`config.mk`:
```
export PLATFORM = sky130hd
export DESIGN_NAME = mstv_csr_bank
export DESIGN_NICKNAME = d
export VERILOG_FILES = /design/src/hw/mstv_pkg.sv /design/src/hw/mstv_ctx_step.sv /design/src/hw/mstv_csr_bank.sv
export VERILOG_INCLUDE_DIRS = /design/src /design/src/hw
export SDC_FILE = /design/constraint.sdc
export NUM_CORES = 1
export LEC_CHECK = 0
export ABC_AREA = 0
export BUFFER_PORTS_ARGS = -buffer_cell sky130_fd_sc_hd__buf_4
export CAP_MARGIN = 20
export CELL_PAD_IN_SITES_DETAIL_PLACEMENT = 1
export CELL_PAD_IN_SITES_GLOBAL_PLACEMENT = 1
export CORE_ASPECT_RATIO = 1.4
export CORE_MARGIN = 4
export CORE_UTILIZATION = 32
export CTS_BUF_LIST = sky130_fd_sc_hd__clkbuf_16
export CTS_CLUSTER_SIZE = 30
export DETAILED_ROUTE_END_ITERATION = 7
export GPL_TIMING_DRIVEN = 0
export HOLD_SLACK_MARGIN = 0.06
export PLACE_DENSITY = 0.73
export SETUP_SLACK_MARGIN = 0.05
export SLEW_MARGIN = 25
export SYNTH_ARGS = -nofsm -noshare
export SYNTH_HDL_FRONTEND = slang
export SYNTH_SLANG_ARGS = --single-unit
export TNS_END_PERCENT = 30
```
`constraint.sdc`:
```
create_clock -name ref_clk -period 4.7 [get_ports ref_clk]
set_input_delay 0.47 -clock ref_clk [delete_from_list [all_inputs] [get_ports ref_clk]]
set_output_delay 0.47 -clock ref_clk [all_outputs]
set_load 0.05 [all_outputs]
```
`src/hw/mstv_defs.svh`:
```
// constants for the machine status and trap vector register bank
// Overview of operation
// - status fields two bits: Off, Initial, Clean, Dirty
// - extension summary is highest extension status
// - read-only instruction traps when Off, else unchanged
// - modify traps when Off, else becomes Dirty
// - unconfigure traps when Off, else becomes Initial
// - disable always executes, status becomes Off
// - enable always executes, status becomes Initial
// - dirty summary bit set when any field Dirty
// - one shared status copy for machine and supervisor
// - landing pad field one bit, one means awaited
// - trap vector register always exists, full width
// - base keeps bits down to two, aligned targets
// - mode 0 direct, 1 vectored, others reserved
// - vectored interrupts go to base plus 4*cause
// - vectored mode may need stricter base alignment
`ifndef MSTV_DEFS_SVH
`define MSTV_DEFS_SVH
`define MSTV_REG_W          64
`define MSTV_NUM_EXT        4
`define MSTV_ADDR_W         4
`define MSTV_OFF_TVEC       4'h0
`define MSTV_OFF_STATUS     4'h1
`define MSTV_OFF_IRQ_STAT   4'h2
`define MSTV_OFF_IRQ_MASK   4'h3
`define MSTV_OFF_STATUS_WR  4'h4
`define MSTV_ST_FLT_LSB     0
`define MSTV_ST_VEC_LSB     2
`define MSTV_ST_SUM_LSB     4
`define MSTV_ST_SUP_LP      6
`define MSTV_ST_MACH_LP     7
`define MSTV_ST_EXT_LSB     8
`define MSTV_ST_DIRTY       63
`define MSTV_TVEC_RESET     64'h0000000000000000
`define MSTV_VEC_ALIGN_BITS 8
`define MSTV_IRQ_W          3
`define MSTV_IRQ_TRAP       0
`define MSTV_IRQ_DIRTY      1
`define MSTV_IRQ_OFFUNIT    2
`endif

```
`src/hw/mstv_pkg.sv`:
```
// types for the machine status and trap vector register bank
package mstv_pkg;
    typedef enum logic [1:0] {
        MSTV_OFF   = 2'h0,
        MSTV_INIT  = 2'h1,
        MSTV_CLEAN = 2'h2,
        MSTV_DIRTY = 2'h3
    } mstv_ctx_t;
    typedef enum logic [2:0] {
        MSTV_OP_NONE   = 3'h0,
        MSTV_OP_READ   = 3'h1,
        MSTV_OP_MODIFY = 3'h2,
        MSTV_OP_UNCFG  = 3'h3,
        MSTV_OP_DISABL = 3'h4,
        MSTV_OP_ENABLE = 3'h5
    } mstv_op_t;
    typedef enum logic [1:0] {
        MSTV_MODE_DIRECT = 2'h0,
        MSTV_MODE_VECTOR = 2'h1
    } mstv_mode_t;
endpackage

```
`src/hw/mstv_ctx_step.sv`:
```
// next-state and trap decision for one context status field
`timescale 1ns/1ps
`default_nettype none
module mstv_ctx_step (
    input  wire logic [1:0]    cur,
    input  wire logic [2:0]    op,
    output logic [1:0]         nxt,
    output logic               trap
);
    always_comb
    begin
        nxt  = cur;
        trap = 1'b0;
        unique case (mstv_pkg::mstv_op_t'(op))
            mstv_pkg::MSTV_OP_READ:
            begin
                trap = (cur == mstv_pkg::MSTV_OFF);
            end
            mstv_pkg::MSTV_OP_MODIFY:
            begin
                trap = (cur == mstv_pkg::MSTV_OFF);
                if (!trap)
                    nxt = mstv_pkg::MSTV_DIRTY;
            end
            mstv_pkg::MSTV_OP_UNCFG:
            begin
                trap = (cur == mstv_pkg::MSTV_OFF);
                if (!trap)
                    nxt = mstv_pkg::MSTV_INIT;
            end
            mstv_pkg::MSTV_OP_DISABL: nxt = mstv_pkg::MSTV_OFF;
            mstv_pkg::MSTV_OP_ENABLE: nxt = mstv_pkg::MSTV_INIT;
            default:
            begin
                nxt  = cur;
                trap = 1'b0;
            end
        endcase
    end
endmodule // mstv_ctx_step
`default_nettype wire

```
`src/hw/mstv_csr_bank.sv`:
```
// machine status context fields, landing pad bits and trap vector register
//
// The register addresses and strobed register access were decided locally.
`timescale 1ns/1ps
`default_nettype none
`include "mstv_defs.svh"
module mstv_csr_bank (
    input  wire logic                       ref_clk,
    input  wire logic                       rst_n,
    input  wire logic                       clk_en,
    // register port
    input  wire logic [`MSTV_ADDR_W-1:0]    regAddr,
    input  wire logic [`MSTV_REG_W-1:0]     regWdata,
    input  wire logic                       regWr,
    input  wire logic                       regRd,
    output logic [`MSTV_REG_W-1:0]          regRdata_r,
    // instruction side: one unit op per cycle
    input  wire logic                       unitOpValid,
    input  wire logic [2:0]                 unitOp,
    input  wire logic [2:0]                 unitSel,
    output logic                            unitIllegal_r,
    output logic                            unitOpDone_r,
    // landing pad capture from trap logic
    input  wire logic                       lpUpdate,
    input  wire logic                       lpToSup,
    input  wire logic                       lpValue,
    // trap target request
    input  wire logic                       trapReq,
    input  wire logic                       trapIsIrq,
    input  wire logic [5:0]                 trapCause,
    output logic [`MSTV_REG_W-1:0]          trapTarget_r,
    output logic                            trapTargetValid_r,
    output logic                            irq_r
);
    localparam int NSLOT = 2 + `MSTV_NUM_EXT;

    // slot 0 float, slot 1 vector, slots 2.. individual extensions;
    // one copy serves machine and supervisor views alike
    logic [1:0]             ctx_r [NSLOT];
    logic [1:0]             ctxNxt [NSLOT];
    logic [NSLOT-1:0]       ctxTrap;
    logic [`MSTV_REG_W-1:2] tvecBase_r;
    logic [1:0]             tvecMode_r;
    logic                   supLp_r;
    logic                   machLp_r;
    logic [`MSTV_IRQ_W-1:0] irqStat_r;
    logic [`MSTV_IRQ_W-1:0] irqMask_r;
    logic [1:0]             extSummary;
    logic                   dirtySum;
    logic [`MSTV_REG_W-1:0] statusWord;
    logic [`MSTV_REG_W-1:0] tvecWord;
    logic                   opIllegal;
    logic                   dirtyRise;
    logic                   dirtySum_r;
    logic                   wrStatus;
    logic                   wrTvec;
    logic                   wrIrqStat;
    logic                   wrIrqMask;
    logic [`MSTV_IRQ_W-1:0] irqSet;
    logic [`MSTV_IRQ_W-1:0] irqStat_nxt;
    logic [`MSTV_IRQ_W-1:0] irqMask_nxt;

    function automatic logic [1:0] mstv_max2(input logic [1:0] a, input logic [1:0] b);
        mstv_max2 = (a > b) ? a : b;
    endfunction

    function automatic logic mstv_hit(input logic [`MSTV_ADDR_W-1:0] a, input logic [`MSTV_ADDR_W-1:0] off);
        mstv_hit = (a == off);
    endfunction

    genvar g;
    generate
        for (g = 0; g < NSLOT; g++)
        begin : g_slot
            logic [2:0] slotOp;
            assign slotOp = (unitOpValid && unitSel == 3'(g)) ? unitOp : 3'h0;
            mstv_ctx_step u_step (
                .cur  (ctx_r[g]),
                .op   (slotOp),
                .nxt  (ctxNxt[g]),
                .trap (ctxTrap[g])
            );
        end
    endgenerate

    always_comb
    begin
        extSummary = 2'h0;
        for (int i = 2; i < NSLOT; i++)
            extSummary = mstv_max2(extSummary, ctx_r[i]);
    end

    assign dirtySum = (ctx_r[0] == mstv_pkg::MSTV_DIRTY) || (ctx_r[1] == mstv_pkg::MSTV_DIRTY)
                    || (extSummary == mstv_pkg::MSTV_DIRTY);
    assign opIllegal = |ctxTrap;

    // write decodes
    assign wrStatus  = regWr && mstv_hit(regAddr, `MSTV_OFF_STATUS_WR);
    assign wrTvec    = regWr && mstv_hit(regAddr, `MSTV_OFF_TVEC);
    assign wrIrqStat = regWr && mstv_hit(regAddr, `MSTV_OFF_IRQ_STAT);
    assign wrIrqMask = regWr && mstv_hit(regAddr, `MSTV_OFF_IRQ_MASK);

    always_comb
    begin
        statusWord = '0;
        statusWord[`MSTV_ST_FLT_LSB +: 2] = ctx_r[0];
        statusWord[`MSTV_ST_VEC_LSB +: 2] = ctx_r[1];
        statusWord[`MSTV_ST_SUM_LSB +: 2] = extSummary;
        statusWord[`MSTV_ST_SUP_LP]       = supLp_r;
        statusWord[`MSTV_ST_MACH_LP]      = machLp_r;
        for (int i = 2; i < NSLOT; i++)
            statusWord[`MSTV_ST_EXT_LSB + 2*(i-2) +: 2] = ctx_r[i];
        statusWord[`MSTV_ST_DIRTY] = dirtySum;
    end

    assign tvecWord = {tvecBase_r, tvecMode_r};

    // context fields: instruction ops, with a software write taking priority
    always_ff @(posedge ref_clk or negedge rst_n)
    begin
        if (!rst_n)
        begin
            for (int i = 0; i < NSLOT; i++)
                ctx_r[i] <= 2'h0;
        end
        else if (clk_en)
        begin
            for (int i = 0; i < NSLOT; i++)
            begin
                if (wrStatus)
                begin
                    if (i == 0)
                        ctx_r[i] <= regWdata[`MSTV_ST_FLT_LSB +: 2];
                    else if (i == 1)
                        ctx_r[i] <= regWdata[`MSTV_ST_VEC_LSB +: 2];
                    else
                        ctx_r[i] <= regWdata[`MSTV_ST_EXT_LSB + 2*(i-2) +: 2];
                end
                else
                    ctx_r[i] <= ctxNxt[i];
            end
        end
    end

    // landing pad fields
    always_ff @(posedge ref_clk or negedge rst_n)
    begin
        if (!rst_n)
        begin
            supLp_r  <= 1'b0;
            machLp_r <= 1'b0;
        end
        else if (clk_en)
        begin
            if (lpUpdate && lpToSup)
                supLp_r <= lpValue;
            else if (wrStatus)
                supLp_r <= regWdata[`MSTV_ST_SUP_LP];
            if (lpUpdate && !lpToSup)
                machLp_r <= lpValue;
            else if (wrStatus)
                machLp_r <= regWdata[`MSTV_ST_MACH_LP];
        end
    end

    // trap vector: base low bits forced clear on a write selecting vectored mode so the
    // target sum needs no carry into them
    always_ff @(posedge ref_clk or negedge rst_n)
    begin
        if (!rst_n)
        begin
            tvecBase_r <= (`MSTV_REG_W-2)'(`MSTV_TVEC_RESET >> 2);
            tvecMode_r <= 2'h0;
        end
        else if (clk_en && wrTvec)
        begin
            if (regWdata[1:0] == mstv_pkg::MSTV_MODE_VECTOR)
            begin
                tvecMode_r <= regWdata[1:0];
                tvecBase_r <= {regWdata[`MSTV_REG_W-1:`MSTV_VEC_ALIGN_BITS],
                               (`MSTV_VEC_ALIGN_BITS-2)'(0)};
            end
            else if (regWdata[1:0] == mstv_pkg::MSTV_MODE_DIRECT)
            begin
                tvecMode_r <= regWdata[1:0];
                tvecBase_r <= regWdata[`MSTV_REG_W-1:2];
            end
            else
                tvecBase_r <= regWdata[`MSTV_REG_W-1:2];
        end
    end

    // trap target, one cycle after the request
    always_ff @(posedge ref_clk or negedge rst_n)
    begin
        if (!rst_n)
        begin
            trapTarget_r      <= '0;
            trapTargetValid_r <= 1'b0;
        end
        else if (clk_en)
        begin
            trapTargetValid_r <= trapReq;
            if (trapReq)
            begin
                if (trapIsIrq && tvecMode_r == mstv_pkg::MSTV_MODE_VECTOR)
                    trapTarget_r <= {tvecBase_r, 2'h0} + {56'h0, trapCause, 2'h0};
                else
                    trapTarget_r <= {tvecBase_r, 2'h0};
            end
        end
    end

    // instruction answers
    always_ff @(posedge ref_clk or negedge rst_n)
    begin
        if (!rst_n)
        begin
            unitIllegal_r <= 1'b0;
            unitOpDone_r  <= 1'b0;
        end
        else if (clk_en)
        begin
            unitOpDone_r  <= unitOpValid;
            unitIllegal_r <= unitOpValid && opIllegal;
        end
    end

    assign dirtyRise = dirtySum && !dirtySum_r;

    // event flags: set wins over a write-one clear in the same cycle
    always_comb
    begin
        irqSet                    = '0;
        irqSet[`MSTV_IRQ_TRAP]    = trapReq;
        irqSet[`MSTV_IRQ_DIRTY]   = dirtyRise;
        irqSet[`MSTV_IRQ_OFFUNIT] = unitOpValid && opIllegal;
        irqStat_nxt = irqStat_r;
        if (wrIrqStat)
            irqStat_nxt = irqStat_r & ~regWdata[`MSTV_IRQ_W-1:0];
        irqStat_nxt = irqStat_nxt | irqSet;
        irqMask_nxt = irqMask_r;
        if (wrIrqMask)
            irqMask_nxt = regWdata[`MSTV_IRQ_W-1:0];
    end

    always_ff @(posedge ref_clk or negedge rst_n)
    begin
        if (!rst_n)
            irqStat_r <= '0;
        else if (clk_en)
            irqStat_r <= irqStat_nxt;
    end

    always_ff @(posedge ref_clk or negedge rst_n)
    begin
        if (!rst_n)
            irqMask_r <= '0;
        else if (clk_en)
            irqMask_r <= irqMask_nxt;
    end

    // previous dirty summary, for the rising-edge event
    always_ff @(posedge ref_clk or negedge rst_n)
    begin
        if (!rst_n)
            dirtySum_r <= 1'b0;
        else if (clk_en)
            dirtySum_r <= dirtySum;
    end

    // uses the values the flags take at this edge so the level does not lag a cycle
    always_ff @(posedge ref_clk or negedge rst_n)
    begin
        if (!rst_n)
            irq_r <= 1'b0;
        else if (clk_en)
            irq_r <= |(irqStat_nxt & irqMask_nxt);
    end

    // read data one cycle after the strobe, zero for unmapped
    always_ff @(posedge ref_clk or negedge rst_n)
    begin
        if (!rst_n)
            regRdata_r <= '0;
        else if (clk_en)
        begin
            if (regRd)
            begin
                if (mstv_hit(regAddr, `MSTV_OFF_TVEC))
                    regRdata_r <= tvecWord;
                else if (mstv_hit(regAddr, `MSTV_OFF_STATUS) || mstv_hit(regAddr, `MSTV_OFF_STATUS_WR))
                    regRdata_r <= statusWord;
                else if (mstv_hit(regAddr, `MSTV_OFF_IRQ_STAT))
                    regRdata_r <= {{(`MSTV_REG_W-`MSTV_IRQ_W){1'b0}}, irqStat_r};
                else if (mstv_hit(regAddr, `MSTV_OFF_IRQ_MASK))
                    regRdata_r <= {{(`MSTV_REG_W-`MSTV_IRQ_W){1'b0}}, irqMask_r};
                else
                    regRdata_r <= '0;
            end
            else
                regRdata_r <= '0;
        end
    end
endmodule // mstv_csr_bank
`default_nettype wire

```
======== Yosys cells after proc, flatten, opt, wreduce, memory -nomap -nowiden ========
Cells that the tools add are included.
word-level totals
  output and inout port bits .............. 132
  bits in registers ....................... 217
cells by class
  magnitude comparators ................... 4
  bitwise gates (word level) .............. 4
  equality and inequality tests ........... 56
  add/sub/neg operators ................... 1
  muxes and demuxes ....................... 55
  reductions and logical operators ........ 57
operators with widths
  cell                                                 number
  2-to-1 mux 64 bit                                    4
  adder 64 x 8 -> 64 bit                               1
  2-to-1 mux 2 bit                                     24
  case mux 2 bit (4 select lines)                      6
  equality test 3 x 2 -> 1 bit, second input constant  14
  equality test 3 bit, second input constant           14
  != test 3 bit, second input constant                 12
  2-to-1 mux 3 bit                                     10
  nonzero test 5 bit                                   6
  AND reduction 4 bit                                  6
  equality test 3 x 1 -> 1 bit, second input constant  7
  OR reduction 3 bit                                   7
  logical AND 1 bit                                    16
  zero test 2 bit                                      7
  2-to-1 mux 1 bit                                     10
  equality test 4 x 2 -> 1 bit, second input constant  2
  AND reduction 2 bit                                  4
  bitwise AND 3 bit                                    2
  equality test 2 bit, second input constant           3
  greater-than comparator 2 bit                        3
  2-to-1 mux 6 bit                                     1
  nonzero test 2 bit                                   3
  OR reduction 6 bit                                   1
  equality test 2 x 1 -> 1 bit, second input constant  2
  other kinds (9)                                      12

======== Depth between registers and ports, before layout ========
Gate-level depths: netlist of run 1.
  depth in word-level cells ............... 14
  mapped depth ............................ 17

======== Cells and area by module ========
From an unflattened synthesis of run 1, not the netlist that was laid out.
second synthesis, totals
  cell total of the unflattened synthesis .. 1,164
  area, all modules ....................... 10,938.0 um^2
modules (own cells, without submodules)
  module         area an instance (um^2)  cells each  times used  sequential area each (um^2)
  mstv_csr_bank  10,420.0                 1,092       1           5,380.2
  mstv_ctx_step  86.3                     12          6           0.0

======== Least setup slack after synthesis of run 1 ========
No wires, ideal clock.
  path type ............................... register -> register
  start ................................... register ctx_r[5] in the netlist's numbering
  end ..................................... register regRdata_r[4]
  data required time ...................... 4.574 ns
  path slack .............................. 1.414 ns
  arrival time ............................ 3.160 ns
  clock period less this slack ............ 3.286 ns
  cell stages (with the launch flop) ...... 15
  path through ............................ dfrtp_1 > inv_1 > ha_1 > o41ai_1 > nor2_1 > ha_1 > or2_2 > a21boi_0 > o32a_1 > nor2_1 > ha_1 > a21oi_1 > nor3b_1 > nor4_1 > a221o_1
between the ends
  longest elaborated chain between the ends .. 9
ends and longest elaborated chain
  item                              line                  source
  start: declaration                mstv_csr_bank.sv:39   logic [1:0] ctx_r [NSLOT];
  start signal: indexed assignment  mstv_csr_bank.sv:133  ctx_r[i] <= regWdata[`MSTV_ST_FLT_LSB +: 2];
  start signal: indexed assignment  mstv_csr_bank.sv:135  ctx_r[i] <= regWdata[`MSTV_ST_VEC_LSB +: 2];
  start signal: indexed assignment  mstv_csr_bank.sv:137  ctx_r[i] <= regWdata[`MSTV_ST_EXT_LSB + 2*(i-2) +: 2];
  greater-than comparator 2 bit     mstv_csr_bank.sv:64   mstv_max2 = (a > b) ? a : b;
  2-to-1 mux 2 bit (*)              mstv_csr_bank.sv:64
  greater-than comparator 2 bit     mstv_csr_bank.sv:64
  2-to-1 mux 2 bit (*)              mstv_csr_bank.sv:64
  greater-than comparator 2 bit     mstv_csr_bank.sv:64
  2-to-1 mux 2 bit (*)              mstv_csr_bank.sv:64
  2-to-1 mux 64 bit (*)             mstv_csr_bank.sv:292  else if (mstv_hit(regAddr, `MSTV_OFF_STATUS) || mstv_hit(regAddr, `MSTV_OFF_STATUS_WR))
  2-to-1 mux 64 bit (*)             mstv_csr_bank.sv:290  if (mstv_hit(regAddr, `MSTV_OFF_TVEC))
  2-to-1 mux 64 bit (*)             mstv_csr_bank.sv:288  if (regRd)
  end signal: assignment            mstv_csr_bank.sv:291  regRdata_r <= tvecWord;
  end signal: assignment            mstv_csr_bank.sv:293  regRdata_r <= statusWord;
  end signal: assignment            mstv_csr_bank.sv:295  regRdata_r <= {{(`MSTV_REG_W-`MSTV_IRQ_W){1'b0}}, irqStat_r};
  end: declaration                  mstv_csr_bank.sv:16   output logic [`MSTV_REG_W-1:0] regRdata_r,
Every way passes the cells marked *; elsewhere a longest branch is shown, timed or not.
A chain may end at the register's enable or synchronous reset.

======== Worst setup path in the final report of run 1 ========
  start ................................... register ctx_r[5] in the netlist's numbering
  end ..................................... register regRdata_r[63]
between the ends
  longest elaborated chain between the ends .. 11
ends and longest elaborated chain
  item                           line                  source
  greater-than comparator 2 bit  mstv_csr_bank.sv:64
  2-to-1 mux 2 bit (*)           mstv_csr_bank.sv:64
  greater-than comparator 2 bit  mstv_csr_bank.sv:64
  2-to-1 mux 2 bit (*)           mstv_csr_bank.sv:64
  greater-than comparator 2 bit  mstv_csr_bank.sv:64
  2-to-1 mux 2 bit (*)           mstv_csr_bank.sv:64
  equality test 2 bit (*)        mstv_csr_bank.sv:94   || (extSummary == mstv_pkg::MSTV_DIRTY);
  logical OR 1 bit (*)           mstv_csr_bank.sv:94
  2-to-1 mux 64 bit (*)          mstv_csr_bank.sv:292
  2-to-1 mux 64 bit (*)          mstv_csr_bank.sv:290
  2-to-1 mux 64 bit (*)          mstv_csr_bank.sv:288
Marked as above.

==> run_results.csv, run 1 <==
group,metric,value,unit
power,power_frac_clock,29.0,%
clocking,cts_buffers,23,
floorplanning,die_w,162,um
floorplanning,dieArea,36200,um^2
clocking,cts_hold_buf,1,
synth,avgSynthCellArea,9.50,um^2
detailed_routing,drt-initial-drc-count,445,
critical_path,worstSetupEndpointType,"flip-flop",
layout,nFillCells,3823,
power,p_leak,6.25,nW
grt,overflow,0,
timing,slew_headroom,43.3,%
clocking,path_clk_slew,0.06,ns
detailed_routing,totalWireLength,37.1,mm
grt,grt_max_degree,91,
power,switchingPower,2.06,mW
clocking,post-cts-setup-buffers,0,
grt,grtUsageMet1,24.4,%
synth,synthesis.area,10600,um^2
critical_path,rr_startpoint,"ctx_r[5]$_DFFE_PN0P_",
timing,max_freq,258,MHz
grt,busiest_layer,"met2",
synth,synth_flop_cell,"dfrtp_1",
critical_path,cp_data_required_time,5.09,ns
grt,grt_pass1_wl,58.0,mm
clocking,worst_skew_pair.late_latency,0.51,ns
synth,synth-edff-count,0,
critical_path,worst_ep_arrival_time,4.27,ns
placement,dp_hpwl,28.8,mm
grt,gr-usage-met3,1.87,%
layout,finalCoreUtilization,41.5,%
synth,synthTopCellsByArea,"dfrtp_1 (51%), nand2_1 (9.8%), xnor2_1 (4.2%), a22o_1 (3.9%), o21ai_0 (3.8%)",
worst_hold_path,min_path_type,"in -> reg",
placement,port_buffers,219,
clocking,clock_sinks,215,
critical_path,rr_worst_depth,14,
power,sequentialPowerShare,43.3,%
power,power_frac_comb,27.6,%
critical_path,worstSetupStartpoint,"ctx_r[5]$_DFFE_PN0P_",
layout,antennaDiodeCount,0,
floorplanning,initial_core_util,32.5,%
clocking,cts.repair.resized,0,
placement,place.gp.congestion,0.866,
layout,final_cell_mix,"nand2_1 (276), buf_4 (222), dfrtp_1 (215)",
timing,tightest_slew,0.850,ns
timing,fin_tns_setup,0,ns
power,p_sw_share,36.7,%
floorplanning,std_cell_rows,78,
detailed_routing,num_vias,9320,
clocking,clockRootBuffer,"clkbuf_16",
power,ir_drop,224,uV
clocking,htreeDepth,1,
timing,slew_violations,0,
layout,multiInputGateArea,4840,um^2
timing,report.final.hold_viol_count,0,
timing,min_period,3.88,ns
power,power_density,414,nW/um^2
critical_path,r2r_slack,0.82,ns
timing,finClkSkew,0.0136,ns
synth,yosys_register_bits,215,
synth,synth_seq_area_share,50.7,%
synth,async_flop_share,100,%
run,max_cap_viol_count,0,
layout,final-seq-area,5380,um^2
layout,layout_commonest_cell,"nand2_1",
critical_path,cp_max_fo,5,
detailed_routing,viasPerCell,5.12,
status,status,"finished clean",
grt,use_met2,37.7,%
power,intPower,3.54,mW
layout,layout-drive-gt1-share,21.5,%
detailed_routing,dr.pass1.iters,5,
synth,yosys_warnings,0,
synth,syn_inst,1117,
layout,final_nets,1472,
critical_path,startpoint_type,"flip-flop",
synth,ys_types,68,
layout,synthToLayoutAreaGrowth,27.5,%
clocking,cts_tree,"built",
detailed_routing,drc,0,
floorplanning,fp.dieH,223,um
timing,finalCritPeriodShare,82.6,%
detailed_routing,ant_nets,0,
floorplanning,ioPinCount,223,
timing,rsz0062_at_grt,"no",
grt,antenna_found_initial,0,
power,finalPower,5.60,mW
detailed_routing,wire_per_inst,20.4,um
timing,finalSetupViolCount,0,
critical_path,r2r-end,"regRdata_r[63]$_DFFE_PN0P_",
synth,synth_top_cell_area_share,50.7,%
critical_path,critPathKind,"reg -> reg",
floorplanning,coreArea,32600,um^2
clocking,clock_tree.buffer_depth,3,
grt,gr-usage-all-layers,20.3,%
critical_path,endpoint,"regRdata_r[63]$_DFFE_PN0P_",
grt,grt_pass1_vias,9977,
synth,synth_top_cell_by_area,"dfrtp_1",
worst min path at each step:
stage / cells past startpoint / start / slack [ns] / to
after floorplan: 0 / rst_n / 0.17 / ctx_r[0]$_DFFE_PN0P_
after global placement: 2 / trapTarget_r[17]$_DFFE_PN0P_ / 0.47 / trapTarget_r[17]$_DFFE_PN0P_
after detailed placement: 1 / rst_n / 0.40 / regRdata_r[19]$_DFFE_PN0P_
after CTS: 3 / regWdata[33] / 0.12 / tvecBase_r[33]$_DFFE_PN0P_
after global routing: 3 / regWdata[20] / 0.14 / tvecBase_r[20]$_DFFE_PN0P_
final: 3 / regWdata[59] / 0.15 / tvecBase_r[59]$_DFFE_PN0P_
power by group through the flow:
stage / logic [mW] / clock network, mW / registers, mW
2_1_floorplan: 0.599 / 0 / 2.79
3_3_place_gp: 1.50 / 0 / 2.44
3_5_place_dp: 1.56 / 0 / 2.46
4_1_cts: 1.56 / 1.69 / 2.43
5_1_grt: 1.69 / 1.75 / 2.47
6_report: 1.55 / 1.63 / 2.43
cell usage after synthesis, types with 4 or more instances:
master	count
o21ai_0	81
buf_6	4
clkbuf_1	55
nor2_1	44
o21ai_1	25
a31oi_1	4
dfrtp_1	215
a22oi_1	13
nor3_1	15
nor2b_1	9
inv_1	25
mux2i_1	7
o2bb2ai_1	13
nand2_1	276
nor4_2	11
a211oi_1	4
nor4_4	4
nand4_1	5
and3_1	12
and4_1	4
buf_4	4
nor3b_1	7
xnor2_1	51
ha_1	15
a21oi_1	38
nand3_1	31
mux2_2	8
nand2b_1	11
xor2_1	9
a22o_1	47
nor4_1	12
logic make-up (layout without fill, tap and decap cells):
| logic type | Yosys count | after routing | synth area share [%] |
|---|---|---|---|
| compound gates | 247 | 247 | 14.9 |
| mux | 15 | 15 | 1.51 |
| xor+xnor | 60 | 60 | 4.95 |
| flops | 215 | 215 | 50.7 |
| other cells | 1 | 2 | 0.0354 |
| buf+inv | 92 | 354 | 3.72 |
| fa+ha+maj | 16 | 16 | 1.96 |
| simple gates | 471 | 471 | 22.2 |
layout make-up:
| cell class | count | share of cell area [%] |
|---|---|---|
| plain buffers | 66 | 2.19 |
| flip-flops and latches | 215 | 39.8 |
| well taps | 440 | 4.07 |
| repair buffers | 222 | 12.7 |
| multi-input cells | 811 | 35.8 |
| clock buffers | 23 | 4.26 |
| inverters | 26 | 0.722 |
| clock inverters | 17 | 0.527 |
sequential cells by signal (all words and copies together) (netlist names):
name and cells:
dirtySum_r 1, unitOpDone_r 1, trapTargetValid_r 1, irqStat_r 3, irq_r 1, supLp_r 1
unitIllegal_r 1, tvecBase_r 62, trapTarget_r 62, irqMask_r 3, regRdata_r 64, ctx_r 12
machLp_r 1, tvecMode_r 2
metrics by stage:
step	worst slack [ns]	hold slack, ns	instance area (um^2)	std cells
3_5_place_dp	0.845	0.400	12900	1779
2_1_floorplan	1.41	0.174	10600	1118
4_1_cts	0.816	0.122	13500	1820
6_report	0.817	0.151	13500	1820
5_1_grt	0.441	0.140	13500	1820
3_3_place_gp	0.953	0.466	12800	1777
critical path, cell delays in order, from the launching register on:
cell and delay (ns):
dfrtp_1 0.45, inv_1 0.09, ha_1 0.34, o41ai_1 0.51, nor2_1 0.12, ha_1 0.33
or2_2 0.28, a21boi_0 0.17, o32a_1 0.20, nor2_1 0.06, ha_1 0.28, a21oi_1 0.20
nor3b_1 0.29, o31a_1 0.32, o31ai_1 0.12
routing by layer:
layer  up-vias  part of all wire, %  wire length, um
li1       4374                    -                -
met1      4672                   40            15000
met4         0                  3.1             1140
met5         -                    0                0
met3        61                  3.5             1300
met2       213                   53            19700
No activity file was read; power rests on OpenSTA's default activity.
==> run 2: changes to the inputs <==
--- a/config.mk
+++ b/config.mk
@@ -6,7 +6,7 @@
 export SDC_FILE = /design/constraint.sdc
 export NUM_CORES = 1
 export LEC_CHECK = 0
-export ABC_AREA = 0
+export ABC_AREA = 1
 export BUFFER_PORTS_ARGS = -buffer_cell sky130_fd_sc_hd__buf_4
 export CAP_MARGIN = 20
 export CELL_PAD_IN_SITES_DETAIL_PLACEMENT = 1
@@ -19,7 +19,7 @@
 export DETAILED_ROUTE_END_ITERATION = 7
 export GPL_TIMING_DRIVEN = 0
 export HOLD_SLACK_MARGIN = 0.06
-export PLACE_DENSITY = 0.73
+export PLACE_DENSITY = 0.77
 export SETUP_SLACK_MARGIN = 0.05
 export SLEW_MARGIN = 25
 export SYNTH_ARGS = -nofsm -noshare
==> constraint.sdc (replaced) <==
create_clock -name ref_clk -period 3.2 [get_ports ref_clk]
set_input_delay 0.32 -clock ref_clk [delete_from_list [all_inputs] [get_ports ref_clk]]
set_output_delay 0.32 -clock ref_clk [all_outputs]
set_load 0.05 [all_outputs]
==> run 2 against run 1 <==
  * Cell area increased by 12%
  * Wire length is 25% higher
  * Critical path type unchanged
  * Area after synthesis rose by 8.4%
  * Largest power group unchanged
  * Register-to-register slack worse by 0.58 ns
  * Non-clock buffer count rose by 52
  * Synthesized cell count grew 29%
  * First-iteration DRC count is 71% higher
  * Sequential share of layout area down 4.3 points
  * Die area grew 8.1%
  * Hold slack got worse by 0.062 ns
==> run_results.csv, run 2 <==
group,metric,value,unit
detailed_routing,wire_per_inst,20.8,um
clocking,cts_tree,"built",
grt,gr-usage-all-layers,23.2,%
detailed_routing,route.top_layer_used,"met4",
timing,finClkSkew,0.0150,ns
floorplanning,fp.dieH,232,um
floorplanning,std_cell_rows,81,
power,p_leak,7.24,nW
placement,place.gp.congestion,0.905,
timing,slew_headroom,41.9,%
placement,port_buffers,219,
worst_hold_path,holdCritStartpoint,"lpToSup",
synth,synth_top_cell_area_share,46.8,%
critical_path,startpoint_type,"flip-flop",
detailed_routing,dr.pass1.iters,5,
timing,max_freq,338,MHz
layout,top_register,"regRdata_r",
layout,largest_register_ffs,64,
power,ir_drop,357,uV
grt,grt_pass1_vias,12400,
critical_path,critPathKind,"reg -> reg",
synth,synth-simple-area-share,27.3,%
synth,synth_common_cells,"nand2_1 (424), dfrtp_1 (215), inv_1 (137)",
synth,synthMuxAreaShare,0.392,%
detailed_routing,wl_met2,24.5,mm
grt,antenna_found_initial,0,
worst_hold_path,min_path_type,"in -> reg",
detailed_routing,drt-initial-drc-count,759,
grt,grt_pass1_wl,71.0,mm
critical_path,worstSetupEndpointType,"flip-flop",
synth,synth_top_cell_by_area,"dfrtp_1",
run,max_cap_viol_count,0,
placement,postPlaceCellArea,13800,um^2
synth,synthAdderAreaFrac,1.81,%
detailed_routing,wl_met3,1.72,mm
synth,synth_seq_area_share,46.8,%
status,status,"finished clean",
layout,design_area,15200,um^2
floorplanning,die_w,168,um
detailed_routing,ant_nets,0,
synth,ys_types,56,
synth,yosys_register_bits,215,
clocking,clock_tree.buffer_depth,3,
clocking,worst_skew_pair.late_latency,0.53,ns
layout,final_cells,2220,
floorplanning,coreArea,35300,um^2
timing,finalSetupViolCount,0,
detailed_routing,wl_met1,18.3,mm
layout,synthToLayoutAreaGrowth,31.8,%
critical_path,worst_ep_arrival_time,3.38,ns
placement,dp_hpwl,35.9,mm
synth,synth_top_family_by_area,"simple AND/OR/NAND/NOR gates",
synth,avgSynthCellArea,7.98,um^2
timing,min_period,2.96,ns
critical_path,cp_max_fo,3,
floorplanning,ioPinCount,223,
synth,synth_compound_area_share,14.3,%
clocking,cts_buffers,24,
clocking,clockRootBuffer,"clkbuf_16",
clocking,htreeDepth,1,
timing,finalCritPeriodShare,92.5,%
synth,synth.most_common_cell,"nand2_1",
clocking,path_clk_slew,0.06,ns
synth,synth-edff-count,0,
synth,synthesis.area,11500,um^2
timing,slew_violations,0,
critical_path,rr_startpoint,"ctx_r[6]$_DFFE_PN0P_",
critical_path,cp_data_required_time,3.62,ns
critical_path,r2r-end,"regRdata_r[4]$_DFFE_PN0P_",
grt,overflow,0,
detailed_routing,drc,0,
synth,synth_xor_area_share,1.98,%
floorplanning,dieArea,39100,um^2
layout,largestRegisters,"regRdata_r (64), trapTarget_r (62), tvecBase_r (62)",
detailed_routing,num_vias,11500,
critical_path,r2r_slack,0.24,ns
layout,layout-drive-gt1-share,20.5,%
layout,final_nets,1855,
critical_path,rr_worst_depth,18,
power,power_density,593,nW/um^2
synth,synthTopCellsByArea,"dfrtp_1 (47%), nand2_1 (14%), o21ai_0 (5.5%), inv_1 (4.5%), a32o_1 (4.1%)",
placement,dp.cells,2119,
timing,rsz0062_at_grt,"no",
grt,grt_max_degree,93,
worst_hold_path,whs_path_depth,3,
layout,final_cell_mix,"nand2_1 (418), buf_4 (226), dfrtp_1 (213)",
floorplanning,initial_core_util,32.6,%
layout,layout_commonest_cell,"nand2_1",
timing,tightest_slew,0.872,ns
clocking,clock_sinks,215,
synth,syn_inst,1441,
timing,report.final.hold_viol_count,0,
synth,synth_flop_cell,"dfrtp_1",
detailed_routing,viasPerCell,5.20,
synth,async_flop_share,100,%
detailed_routing,totalWireLength,46.3,mm
worst_hold_path,min_to,"supLp_r$_DFFE_PN0P_",
synth,yosys_warnings,0,
## run 2: what timing repair did
item | CTS | global route
setup buffers | 2 | 2
setup endpoints to repair | 5 | 5
hold buffers | 55 | 0
cloned | 0 | 0
endpoints found under the hold margin | 90 | 0
pin swaps | 0 | 10
gates resized for setup | 5 | 24
## run 2: worst max path at each step
stage | startpoint | to | cells after the start
CTS | ctx_r[5]$_DFFE_PN0P_ | regRdata_r[4]$_DFFE_PN0P_ | 18
finish | ctx_r[6]$_DFFE_PN0P_ | regRdata_r[4]$_DFFE_PN0P_ | 18
global route | ctx_r[7]$_DFFE_PN0P_ | regRdata_r[63]$_DFFE_PN0P_ | 24
global placement | ctx_r[7]$_DFFE_PN0P_ | regRdata_r[63]$_DFFE_PN0P_ | 21
floorplan | ctx_r[5]$_DFFE_PN0P_ | irq_r$_DFFE_PN0P_ | 21
detailed placement | ctx_r[7]$_DFFE_PN0P_ | regRdata_r[63]$_DFFE_PN0P_ | 21
## run 2: cell families after synthesis
family,Yosys count
fa+ha+maj,16
flops,215
compound gates,262
simple gates,700
mux,4
xor+xnor,26
buf+inv,217
other cells,1
## run 2: area by class of cell
class | instances | area [um^2]
multi-input combinational | 1010 | 5350
timing repair buffer | 280 | 2290
clock buffer | 25 | 626
antenna | 1 | 2.50
sequential | 215 | 5380
tap | 456 | 571
buffer | 60 | 267
clock inverter | 16 | 81.3
fill | 4287 | 20100
inverter | 157 | 589
## run 2: worst max-delay path, cell delays in order (launching register included)
cell	delay (ns)
dfrtp_2	0.41
inv_2	0.06
ha_1	0.21
o21ai_4	0.18
nand2_2	0.07
nand2_2	0.09
nand2_2	0.05
ha_1	0.26
nand2_1	0.07
nand2_2	0.06
inv_2	0.05
nand3_2	0.08
and2_1	0.15
ha_1	0.28
a21oi_2	0.07
or2_4	0.27
nand3_1	0.16
o21ai_1	0.13
a22o_1	0.19
## run 2: metrics by stage
step	hold WS [ns]	utilization, %	power (mW)	setup WS (ns)	setup TNS, ns
2_1_floorplan	0.0244	-	5.18	0.412	0
3_3_place_gp	0.464	38.9	6.14	-0.157	-0.368
3_5_place_dp	0.232	39.1	6.24	-0.172	-0.545
4_1_cts	0.0737	42.7	8.92	0.0271	0
5_1_grt	0.101	43.0	9.46	0.0625	0
6_report	0.0884	43.0	8.99	0.241	0
## run 2: layer usage
| metal | track usage (%) | up-vias |
|---|---|---|
| li1 | - | 5407 |
| met1 | 27.4 | 5766 |
| met2 | 43.5 | 278 |
| met3 | 2.06 | 84 |
| met4 | 8.60 | 0 |
| met5 | 0 | - |
## run 2: where the power goes
part	total (mW)	switching (mW)	internal [mW]
clock network	2.57	1.16	1.41
registers	3.60	0.472	3.13
logic	2.82	1.92	0.905
total	8.99	3.55	5.44
